**config.mk**
```make
export PLATFORM = sky130hd
export DESIGN_NAME = tcp_timer_counter
export DESIGN_NICKNAME = d
export VERILOG_FILES = /design/src/include/tcp_pkg.sv /design/src/logic/tcp_timer_counter.sv
export SDC_FILE = /design/constraint.sdc
export NUM_CORES = 1
export LEC_CHECK = 0
export BUFFER_PORTS_ARGS = -buffer_cell sky130_fd_sc_hd__buf_2
export CORE_MARGIN = 4
export CORE_UTILIZATION = 35
export DETAILED_ROUTE_END_ITERATION = 6
export PLACE_DENSITY = 0.67
export SLEW_MARGIN = 20
export SYNTH_ARGS = -nofsm -noshare
export SYNTH_HDL_FRONTEND = slang
export SYNTH_SLANG_ARGS = --single-unit
```
**constraint.sdc**
```tcl
create_clock -name clk -period 2.2 [get_ports clk]
set_input_delay 0 -clock clk [delete_from_list [all_inputs] [get_ports clk]]
set_output_delay 0 -clock clk [all_outputs]
set_load 0.03 [all_outputs]
```
**src/include/tcp_pkg.sv**
```systemverilog
package tcp_pkg;

    localparam int unsigned COUNT_WIDTH     = 8;
    localparam int unsigned CONTROL_WIDTH   = 8;
    localparam int unsigned PRESCALE_WIDTH  = 8;
    localparam int unsigned RATIO_WIDTH     = 3;

    // timer control register field positions
    localparam int unsigned CTRL_CLOCK_SOURCE_BIT = 5;
    localparam int unsigned CTRL_EDGE_SELECT_BIT  = 4;
    localparam int unsigned CTRL_PRESCALER_BIT    = 3;
    localparam int unsigned CTRL_RATIO_LSB        = 0;

    // clock source encoding
    localparam logic SOURCE_INSTRUCTION = 1'b0;
    localparam logic SOURCE_PIN         = 1'b1;
    // edge select encoding
    localparam logic EDGE_RISING        = 1'b0;
    localparam logic EDGE_FALLING       = 1'b1;
    // prescaler assignment: zero routes it to the counter
    localparam logic PRESCALER_TO_TIMER = 1'b0;

    localparam logic [COUNT_WIDTH-1:0]    COUNT_RESET    = 8'h00;
    localparam logic [PRESCALE_WIDTH-1:0] PRESCALE_RESET = 8'h00;
    localparam logic [PRESCALE_WIDTH-1:0] PRESCALE_ONE   = 8'h01;
    localparam logic [COUNT_WIDTH-1:0]    COUNT_ONE      = 8'h01;
    localparam logic [COUNT_WIDTH-1:0]    COUNT_MAX      = 8'hFF;

    typedef struct packed {
        logic                   writeEnable;
        logic [COUNT_WIDTH-1:0] writeData;
    } tcp_write_type;

    typedef struct packed {
        logic                   clockSource;
        logic                   edgeSelect;
        logic                   prescalerAssign;
        logic [RATIO_WIDTH-1:0] ratio;
    } tcp_ctrl_type;

endpackage : tcp_pkg

```
**src/logic/tcp_timer_counter.sv**
```systemverilog
// Behaviour
// pin source counts the pin edge chosen by control bit 4.
// instruction source counts every instruction cycle clock.
// core reads the count and overwrites it like any data register.
// prescaler sits in front of the counter while control bit 3 is zero.
// only a write to the count register clears the prescaler.
// control bit 5 picks pin edges or instruction clock as source.
`timescale 1ns/1ps
module tcp_timer_counter #(
    parameter int unsigned COUNT_WIDTH    = tcp_pkg::COUNT_WIDTH,
    parameter int unsigned PRESCALE_WIDTH = tcp_pkg::PRESCALE_WIDTH
) (
    // clock and reset
    input  wire logic                              clk,
    input  wire logic                              rstn,
    // external count pin
    input  wire logic                              externalCountPin,
    // timer control register contents
    input  wire logic [tcp_pkg::CONTROL_WIDTH-1:0] timerControlRegister,
    // core access to the count register
    input  wire tcp_pkg::tcp_write_type            countWrite,
    output logic      [COUNT_WIDTH-1:0]            countRegister,
    output logic                                   countOverflow
);

    ////////////////////////////////////////////////////////////////////////
    tcp_pkg::tcp_ctrl_type ctrl;

    always_comb begin
        ctrl.clockSource     = timerControlRegister[tcp_pkg::CTRL_CLOCK_SOURCE_BIT];
        ctrl.edgeSelect      = timerControlRegister[tcp_pkg::CTRL_EDGE_SELECT_BIT];
        ctrl.prescalerAssign = timerControlRegister[tcp_pkg::CTRL_PRESCALER_BIT];
        ctrl.ratio           = timerControlRegister[tcp_pkg::CTRL_RATIO_LSB +:
                                                    tcp_pkg::RATIO_WIDTH];
    end

    ////////////////////////////////////////////////////////////////////////
    // pin synchroniser
    logic pinSync1;
    logic pinSync2;
    logic pinSync3;
    logic next_pinSync1;
    logic next_pinSync2;
    logic next_pinSync3;

    always_comb begin
        next_pinSync1 = externalCountPin;
        next_pinSync2 = pinSync1;
        next_pinSync3 = pinSync2;
    end

    always_ff @(posedge clk or negedge rstn) begin
        if (!rstn) begin
            pinSync1 <= 1'b0;
            pinSync2 <= 1'b0;
            pinSync3 <= 1'b0;
        end else begin
            pinSync1 <= next_pinSync1;
            pinSync2 <= next_pinSync2;
            pinSync3 <= next_pinSync3;
        end
    end

    ////////////////////////////////////////////////////////////////////////
    // filtered pin level and its edges
    logic pinAgree;
    logic pinLevel;
    logic next_pinLevel;
    logic pinRise;
    logic pinFall;

    always_comb begin
        // a level counts only once the last two stages agree
        pinAgree      = (pinSync2 == pinSync3);
        next_pinLevel = pinLevel;
        if (pinAgree) begin
            next_pinLevel = pinSync3;
        end
        pinRise = next_pinLevel & ~pinLevel;
        pinFall = ~next_pinLevel & pinLevel;
    end

    always_ff @(posedge clk or negedge rstn) begin
        if (!rstn) begin
            pinLevel <= 1'b0;
        end else begin
            pinLevel <= next_pinLevel;
        end
    end

    ////////////////////////////////////////////////////////////////////////
    // increment source
    logic pinEvent;
    logic sourceEvent;

    always_comb begin
        case (ctrl.edgeSelect)
            tcp_pkg::EDGE_RISING: begin
                pinEvent = pinRise;
            end
            tcp_pkg::EDGE_FALLING: begin
                pinEvent = pinFall;
            end
            default: begin
                pinEvent = 1'b0;
            end
        endcase
        case (ctrl.clockSource)
            tcp_pkg::SOURCE_PIN: begin
                sourceEvent = pinEvent;
            end
            tcp_pkg::SOURCE_INSTRUCTION: begin
                sourceEvent = 1'b1;
            end
            default: begin
                sourceEvent = 1'b0;
            end
        endcase
    end

    ////////////////////////////////////////////////////////////////////////
    // divide ratio: two to the power of ratio plus one
    logic [tcp_pkg::RATIO_WIDTH:0] prescaleShift;
    logic [PRESCALE_WIDTH-1:0]     prescaleLast;
    logic                          prescaleOn;

    always_comb begin
        // one bit wider than the ratio, so the top ratio does not wrap to zero
        prescaleShift = {1'b0, ctrl.ratio} + 1'b1;
        prescaleLast  = PRESCALE_WIDTH'((tcp_pkg::PRESCALE_ONE << prescaleShift)
                                        - tcp_pkg::PRESCALE_ONE);
        prescaleOn    = (ctrl.prescalerAssign == tcp_pkg::PRESCALER_TO_TIMER);
    end

    ////////////////////////////////////////////////////////////////////////
    // core write strobe
    logic                   writeStrobe;
    logic [COUNT_WIDTH-1:0] writeValue;

    always_comb begin
        writeStrobe = countWrite.writeEnable;
        writeValue  = COUNT_WIDTH'(countWrite.writeData);
    end

    ////////////////////////////////////////////////////////////////////////
    // prescaler
    logic [PRESCALE_WIDTH-1:0] prescaler;
    logic [PRESCALE_WIDTH-1:0] next_prescaler;
    logic                      countTick;

    always_comb begin
        next_prescaler = prescaler;
        countTick      = 1'b0;
        if (prescaleOn) begin
            if (sourceEvent) begin
                // a lowered ratio lets a count above the new top tick at once
                if (prescaler >= prescaleLast) begin
                    next_prescaler = tcp_pkg::PRESCALE_RESET;
                    countTick      = 1'b1;
                end else begin
                    next_prescaler = PRESCALE_WIDTH'(prescaler + tcp_pkg::PRESCALE_ONE);
                end
            end
        end else begin
            countTick = sourceEvent;
        end
        // only a count write restarts the division
        if (writeStrobe) begin
            next_prescaler = tcp_pkg::PRESCALE_RESET;
        end
    end

    always_ff @(posedge clk or negedge rstn) begin
        if (!rstn) begin
            prescaler <= tcp_pkg::PRESCALE_RESET;
        end else begin
            prescaler <= next_prescaler;
        end
    end

    ////////////////////////////////////////////////////////////////////////
    // count register
    logic [COUNT_WIDTH-1:0] next_countRegister;

    always_comb begin
        next_countRegister = countRegister;
        // a write wins over an increment in the same cycle
        if (writeStrobe) begin
            next_countRegister = writeValue;
        end else if (countTick) begin
            next_countRegister = COUNT_WIDTH'(countRegister + tcp_pkg::COUNT_ONE);
        end
    end

    always_ff @(posedge clk or negedge rstn) begin
        if (!rstn) begin
            countRegister <= tcp_pkg::COUNT_RESET;
        end else begin
            countRegister <= next_countRegister;
        end
    end

    ////////////////////////////////////////////////////////////////////////
    // wrap flag, one cycle, raised only by an increment
    logic next_countOverflow;

    always_comb begin
        next_countOverflow = 1'b0;
        if (!writeStrobe && countTick) begin
            next_countOverflow = (countRegister == tcp_pkg::COUNT_MAX);
        end
    end

    always_ff @(posedge clk or negedge rstn) begin
        if (!rstn) begin
            countOverflow <= 1'b0;
        end else begin
            countOverflow <= next_countOverflow;
        end
    end

endmodule : tcp_timer_counter

```
## Word-level counts from Yosys, hierarchy flattened

Index checks and enable logic that the tools add are counted.

- Logic and storage cells: 40
- Input port bits: 20
- Register bits: 21
- Output and inout bits: 9

- $lt $le $gt $ge: 1
- Bitwise operators: 6
- Mux-type cells: 13
- Shift-type cells: 1
- Eq/ne operators: 3
- Add/sub/neg operators: 4
- Reduce and logical (&&, ||, !) cells: 5

Operators by type and width:

| cell | number |
|---|---|
| $mux W8 | 6 |
| $add A8 B1 Y8 const B | 2 |
| $eq A8 B8 Y1 const B | 1 |
| $ge A8 B8 Y1 | 1 |
| $shl A1 B4 Y8 const A | 1 |
| $sub A8 B1 Y8 const B | 1 |
| $mux W1 | 5 |
| $add A3 B1 Y4 const B | 1 |
| $not A1 Y1 | 4 |
| $pmux W1 S2 | 2 |
| $reduce_bool A2 Y1 | 2 |
| $and A1 B1 Y1 | 2 |
| $ne A2 B1 Y1 const B | 1 |
| $reduce_and A2 Y1 | 1 |
| $eq A1 B1 Y1 | 1 |
| $logic_and A1 B1 Y1 | 1 |
| $logic_not A1 Y1 | 1 |

## Longest topological paths before layout

Gate-level depths: netlist of run 1.

- Depth after elaboration: 10
- Mapped depth: 14
- Depth with buffers taken out: 12

## Worst setup path after synthesis of run 1

Ideal clock, no wire load.

- Path kind: in2reg
- From: in timerControlRegister[0] (netlist name)
- To: reg countRegister[5]
- Buffers on the path: 1
- Arrival time: 2502 ps
- Stages on the path: 13
- Library setup time: 82 ps
- Data required time: 2118 ps
- Path slack: -384 ps
- Cells stage by stage: clkbuf_1 -> or3_1 -> ha_1 -> nor2_1 -> a21oi_1 -> nor2_1 -> a31oi_1 -> ha_1 -> nand4_1 -> a21oi_1 -> a211oi_4 -> or4_1 -> a31oi_1

- Longest elaborated chain between the ends: 8

RTL lines:

| what | RTL line | text |
|---|---|---|
| start, declared | tcp_timer_counter.sv:19 | `input wire logic [tcp_pkg::CONTROL_WIDTH-1:0] timerControlRegister,` |
| $add A3 B1 Y4 | tcp_timer_counter.sv:129 | `prescaleShift = {1'b0, ctrl.ratio} + 1'b1;` |
| $shl A1 B4 Y8 | tcp_timer_counter.sv:130 | `prescaleLast = PRESCALE_WIDTH'((tcp_pkg::PRESCALE_ONE << prescaleShift)` |
| $sub A8 B1 Y8 | tcp_timer_counter.sv:131 | `- tcp_pkg::PRESCALE_ONE);` |
| $ge A8 B8 Y1 | tcp_timer_counter.sv:157 | `if (prescaler >= prescaleLast) begin` |
| $mux W1 | tcp_timer_counter.sv:157 |  |
| $mux W1 | tcp_timer_counter.sv:155 | `if (sourceEvent) begin` |
| $mux W1 | tcp_timer_counter.sv:154 | `if (prescaleOn) begin` |
| $reduce_bool A2 Y1 (no source line) | n/a |  |
| end signal, assigned | tcp_timer_counter.sv:197 | `countRegister <= tcp_pkg::COUNT_RESET;` |
| end signal, assigned | tcp_timer_counter.sv:199 | `countRegister <= next_countRegister;` |
| end, declared | tcp_timer_counter.sv:22 | `output logic [COUNT_WIDTH-1:0] countRegister,` |

Every way passes these cells.
A chain may end at the register's enable or synchronous reset.

## Final worst setup path of run 1

- From: in timerControlRegister[2] (netlist name)
- To: reg countRegister[2]

The elaborated chain is that of the path after synthesis.

==> out/qor.txt, run 1 <==
status: finished with violations
violated checks: setup timing
Slowest cell on crit path: or4_4
Comb power frac: 0.271
final setup skew: 1.11 ps
multi-input logic area: 890 um2
Max IR drop VDD: 0.000272 V
most common library cells after synthesis: 21 x dfrtp_1, 16 x nor2_1, 14 x a31oi_1
Seq/Total Area, Yosys: 0.368
antenna violations before repair: 0
antenna diode count: 0
max_cap viols: 0
Pre-Repair DR Iteration Count: 4
Post-DP HPWL: 2400 um
minimum clock period: 2260 ps
Setup TNS Final: -63.8 ps
Hold WC Path Type: in -> reg
CTS Root Cell: clkbuf_8
Post-synth EDFFs: 0
Synth-to-Final Area Change: 33.8%
Worst-path clk slew: 80 ps
RSZ-0062 raised after global routing: yes
total wire length: 3640 um
placed cell areas: 1680 um2
vias in the first global route: 1261
Die Y: 71.9 um
relative slew slack: 0.633
Internal Power: 0.000649 W
num rows: 22
DRC: 0
Psw: 0.000296 W
crit-path cells: buf_6, or3_4, ha_4, nor2_2, a21oi_1, nor2_1, a31oi_1, ha_1, nand4_1, a21oi_2, a211oi_4, buf_6, or4_4, a31oi_2
Final ANT Viol Nets: 0
fillers: 359
Worst R2R Start: prescaler[0]$_DFFE_PN0P_
GRT Overall Usage: 0.139
Final GP Congestion: 0.773
Die Span X: 71.9 um
Clock Path Buffers: 2
Hold Vio Cnt, Final: 0
CTS Buf Count: 3
Async SR Flop Fraction: 1.00
CP endpoint kind: flop
grt total ovfl: 0
PortBufs: 26
layout cells sized above 1: 0.305
1st-iter DRT viols: 99
Clock Latency Late Sink: 260 ps
Worst Setup SP: timerControlRegister[2]
DIE AREA: 5160 um2
worst path arrival time: 2440 ps
worst stage delay on the critical path: 420 ps
post-layout util: 0.503
mean post-synth cell area: 8.81 um2
top cell type's share of synthesized area: 0.368
critical path class: in -> reg
critical path startpoint category: primary input
DR vias: 1404
H-tree Lvls: 1
count of state elements after synthesis: 21
Ports: 29
vias per cell: 5.44
first-pass GRT wire length: 5750 um
cell mode on critical path: buf_6
Storage cell area: 526 um2
Clk pwr share: 0.268
Setup Slack @ Placement: -315 ps
Routed WL per cell: 14.1 um
Final setup viols: 1
Layout Nets: 242
Synth area leader: dfrtp_1
post-synthesis cell type count: 38
CTS tree: built
Mapped Cells: 162
CORE AREA: 3800 um2
crit share post-route: 1.03
Starting Density: 0.376
fin worst setup slack: -63.8 ps
measured slew at the worst slew-check pin: 550 ps
Synth Cell Area: 1430 um2
Data required, critical path: 2380 ps
Flop pwr share: 0.461
Synth Flop Type: dfrtp_1
PwrDens: 494 nW/um2
Hold Crit Start: countWrite[7]
count leader, synth: dfrtp_1
Lkg Pwr: 0.844 nW
ranking of synthesized cells by area: dfrtp_1 37%, ha_1 9.6%, a31oi_1 6.1%, nand3_1 4.6%, nor2_1 4.2%
Final Instance Area: 1910 um2
Slew Viols, Final: 0
clock sinks: 21
largest net degree at the start of global routing: 22
worst-path maximum fanout: 7
Highest Clock Rate: 442 MHz
yosys warns: 0
Sw Share: 0.314
==> through the flow <==
step                      hold slack [ps]  total power, W  std cells
after detailed placement            -1.69        0.000663        240
after global routing                 28.5         0.00101        258
final                                14.3        0.000945        258
after floorplan                      -296        0.000584        163
after CTS                            1.57        0.000937        252
after global placement              -4.89        0.000659        240
==> routing by layer <==
metal  GRT usage  vias to the layer above  wire (um)
li1            -                      701          -
met1       0.182                      672       1670
met2       0.233                       27       1790
met3      0.0351                        4        142
met4      0.0251                        0         41
met5           0                        -          0
==> flip-flops by register name (all words and copies together), names as in the netlist <==
register / count
countRegister: 8
prescaler: 8
countOverflow: 1
next_pinSync2: 1
next_pinSync3: 1
pinLevel: 1
pinSync3: 1
==> worst paths after layout <==
kind	end	slack, ps	cells after the start
worst max-delay path	countRegister[2]$_DFFE_PN0P_	-60	14
min in group asynchronous	countRegister[0]$_DFFE_PN0P_	260	2
max in group asynchronous	pinSync3$_DFF_PN0_	1600	2
worst max register to register	countRegister[2]$_DFFE_PN0P_	80	9
worst min register to register	next_pinSync3$_DFF_PN0_	380	0
worst min-delay path	countRegister[7]$_DFFE_PN0P_	10	3
==> area by class of cell <==
| class | instances | area share |
|---|---|---|
| flip-flops and latches | 21 | 0.275 |
| clock buffers | 3 | 0.0216 |
| well taps | 48 | 0.0314 |
| repair buffers | 53 | 0.196 |
| clock inverters | 1 | 0.00262 |
| inverters | 4 | 0.00786 |
| multi-input cells | 128 | 0.466 |
==> logic make-up after synthesis <==
| kind of cell | Yosys count | synth area share |
|---|---|---|
| other | 1 | 0.00263 |
| flip-flops | 21 | 0.368 |
| buffers and inverters | 14 | 0.0456 |
| XOR/XNOR | 1 | 0.00614 |
| adder cells (fa/ha/maj) | 12 | 0.103 |
| AO/OA/AOI/OAI | 44 | 0.202 |
| AND/OR/NAND/NOR | 69 | 0.272 |
==> power by group through the flow <==
stage               Combinational (W)  Clock [W]  Sequential [W]
finish                       0.000256   0.000253        0.000436
global route                 0.000283   0.000285        0.000440
CTS                          0.000239   0.000263        0.000435
detailed placement           0.000222          0        0.000442
global placement             0.000219          0        0.000441
floorplan                    0.000117          0        0.000467
==> layout by cell type, fill, tap and decap left out, types with 3 or more instances in the layout <==
cell,netlist,final
clkbuf_8,0,3
nor2_1,16,15
nand2_1,9,9
o21ai_0,4,3
a21oi_1,10,8
dfrtp_1,21,21
ha_1,11,10
inv_1,4,3
buf_6,1,5
nand3_1,13,13
buf_2,1,25
and3_1,6,6
or3_1,4,3
a31oi_1,14,13
buf_4,1,15
dlygate4sd3_1,0,8
o31ai_1,5,5
o21ai_1,3,3
or4_4,0,3
nand4b_1,4,4
==> what timing repair did <==
action / CTS / global route
pin swaps: 8 / 18
gates cloned: 0 / 2
endpoints found under the hold margin: 27 / 1
setup endpoints to repair: 8 / 15
gates resized for setup: 2 / 15
buffers inserted: 1 / 4
hold buffers: 7 / 1
==> worst max-delay path, delay by kind of cell <==
| family | cells | cell delay, ps |
|---|---|---|
| simple gates | 5 | 1110 |
| buf+inv | 2 | 230 |
| fa+ha+maj | 2 | 490 |
| compound gates | 5 | 590 |
(Power assumes the default switching activity.)
==> run 2, diff against run 1 <==
--- a/config.mk
+++ b/config.mk
@@ -14,3 +14,4 @@
 export SYNTH_ARGS = -nofsm -noshare
 export SYNTH_HDL_FRONTEND = slang
 export SYNTH_SLANG_ARGS = --single-unit
+export TNS_END_PERCENT = 50
==> out/qor.txt, run 2 (synthesis gave the netlist of run 1 again) <==
status: finished with violations
violated checks: setup timing
max layer used: met4
Clock Path Buffers: 2 (unchanged)
Slew Viols, Final: 0 (unchanged)
Die Span X: 71.9 um (unchanged)
biggest regs: countRegister x8, prescaler x8
fillers: 359 (unchanged)
minimum hold slack: 14.0 ps (-0.346 ps)
Synth-to-Final Area Change: 33.8% (unchanged)
Highest Clock Rate: 442 MHz (about the same)
Hold Vio Cnt, Final: 0 (unchanged)
relative slew slack: 0.633 (about the same)
fin worst setup slack: -62.8 ps (+0.958 ps)
GRT Overall Usage: 0.139 (unchanged)
Die Y: 71.9 um (unchanged)
1st-iter DRT viols: 138 (+39%)
DIE AREA: 5160 um2 (unchanged)
Final ANT Viol Nets: 0 (unchanged)
total wire length: 3660 um (+0.66%)
Worst Setup SP: timerControlRegister[2]
Data required, critical path: 2380 ps (about the same)
worst-path maximum fanout: 7 (unchanged)
crit-path cells: buf_6, or3_4, ha_4, nor2_2, a21oi_1, nor2_1, a31oi_1, ha_1, nand4_1, a21oi_2, a211oi_4, buf_6, or4_4, a31oi_2
post-layout util: 0.503 (unchanged)
Final setup viols: 1 (unchanged)
final setup skew: 0.857 ps (-0.256 ps)
CTS Root Cell: clkbuf_8
r2r setup slk: 80 ps (about the same)
Max IR drop VDD: 0.000272 V (about the same)
first-pass GRT wire length: 5750 um (unchanged)
num rows: 22 (unchanged)
Layout Nets: 242 (unchanged)
Post-DP HPWL: 2400 um (unchanged)
CTS tree: built
minimum clock period: 2260 ps (-0.958 ps)
clock sinks: 21 (unchanged)
measured slew at the worst slew-check pin: 550 ps (+0.576 ps)
PortBufs: 26 (unchanged)
CORE AREA: 3800 um2 (unchanged)
Lkg Pwr: 0.845 nW (about the same)
DRC: 0 (unchanged)
PwrDens: 494 nW/um2 (about the same)
Routed WL per cell: 14.2 um (+0.66%)
Final GP Congestion: 0.773 (unchanged)
Starting Density: 0.376 (unchanged)
routed wl met3: 129 um (-9.2%)
layout cells sized above 1: 0.305 (unchanged)
Hold WC Path Type: in -> reg
antenna diode count: 0 (unchanged)
critical path class: in -> reg
CTS Buf Count: 3 (unchanged)
Reg2Reg Depth: 9 (unchanged)
hold path cells: 3 (unchanged)
RSZ-0062 raised after global routing: yes
most common cell after layout, fill and taps aside: buf_2
Hold Crit Start: countWrite[7]
worst path arrival time: 2440 ps (about the same)
WP buf/inv: 2 (unchanged)
Worst R2R Start: prescaler[0]$_DFFE_PN0P_
Clock Latency Late Sink: 260 ps (about the same)
total power: 0.000945 W (about the same)
antenna violations before repair: 0 (unchanged)
DR vias: 1404 (unchanged)
Ports: 29 (unchanged)
Worst-path clk slew: 80 ps (about the same)
CP delay by family, top: simple AND/OR/NAND/NOR gates
vias in the first global route: 1261 (unchanged)
met1 wire length: 1690 um (+1.2%)
max_cap viols: 0 (unchanged)
metal2 WL: 1810 um (+0.95%)
Setup TNS Final: -62.8 ps (+0.958 ps)
largest net degree at the start of global routing: 22 (unchanged)
worst hold endpoint: countRegister[7]$_DFFE_PN0P_
crit share post-route: 1.03 (about the same)
Slowest cell on crit path: or4_4
vias per cell: 5.44 (unchanged)
CP endpoint kind: flop
cell mode on critical path: buf_6
r2r endpoint: countRegister[2]$_DFFE_PN0P_
H-tree Lvls: 1 (unchanged)
grt total ovfl: 0 (unchanged)
Pre-Repair DR Iteration Count: 4 (unchanged)
commonest cells after routing, fill and taps aside: 25 x buf_2, 21 x dfrtp_1, 15 x nor2_1, 15 x buf_4
critical path startpoint category: primary input
worst stage delay on the critical path: 420 ps (about the same)
-- run 2: area by class of cell --
class / count / area [um2] / area share
multi-input combinational: 128 / 890 / 0.466
sequential: 21 / 526 / 0.275
timing repair buffer: 53 / 374 / 0.196
tap: 48 / 60.1 / 0.0314
clock buffer: 3 / 41.3 / 0.0216
inverter: 4 / 15.0 / 0.00786
clock inverter: 1 / 5.00 / 0.00262
-- run 2: stage by stage --
stage | cell area, um2 | instances | setup WS [ps]
2_1_floorplan | 1440 | 163 | 69.3
3_3_place_gp | 1680 | 240 | -263
3_5_place_dp | 1680 | 240 | -315
4_1_cts | 1830 | 252 | -59.1
5_1_grt | 1910 | 258 | -157
6_report | 1910 | 258 | -62.8
-- run 2: worst max-delay path by stage --
stage	to	cells past startpoint	slack [ps]
finish	countRegister[2]$_DFFE_PN0P_	14	-60
global route	countRegister[2]$_DFFE_PN0P_	14	-160
CTS	countRegister[5]$_DFFE_PN0P_	14	-60
detailed placement	countRegister[5]$_DFFE_PN0P_	13	-320
global placement	countRegister[1]$_DFFE_PN0P_	12	-260
floorplan	countRegister[1]$_DFFE_PN0P_	8	70
-- run 2: routing by layer --
metal,global-route usage,vias up
li1,-,701
met1,0.182,673
met2,0.233,26
met3,0.0351,4
met4,0.0251,0
met5,0,-
-- run 2: report_power, final --
part | total, W | switching (W) | internal, W
Clock | 0.000253 | 0.000127 | 0.000126
Combinational | 0.000256 | 0.000141 | 0.000115
Sequential | 0.000436 | 0.0000278 | 0.000408
-- run 2: timing repair --
item                                    CTS  global route
endpoints found under the setup margin    8            15
pin swaps                                 8            16
setup buffers                             1             4
hold buffers                              7             1
cloned                                    0             2
endpoints found under the hold margin    27             1
gates resized for setup                   2            15
-- run 2: worst register-to-register path, delay by kind of cell (launching register included) --
kind	cells	cell delay (ps)
AO/OA/AOI/OAI	4	960
flip-flops	1	390
buffers and inverters	3	340
adder cells (fa/ha/maj)	1	220
AND/OR/NAND/NOR	1	130
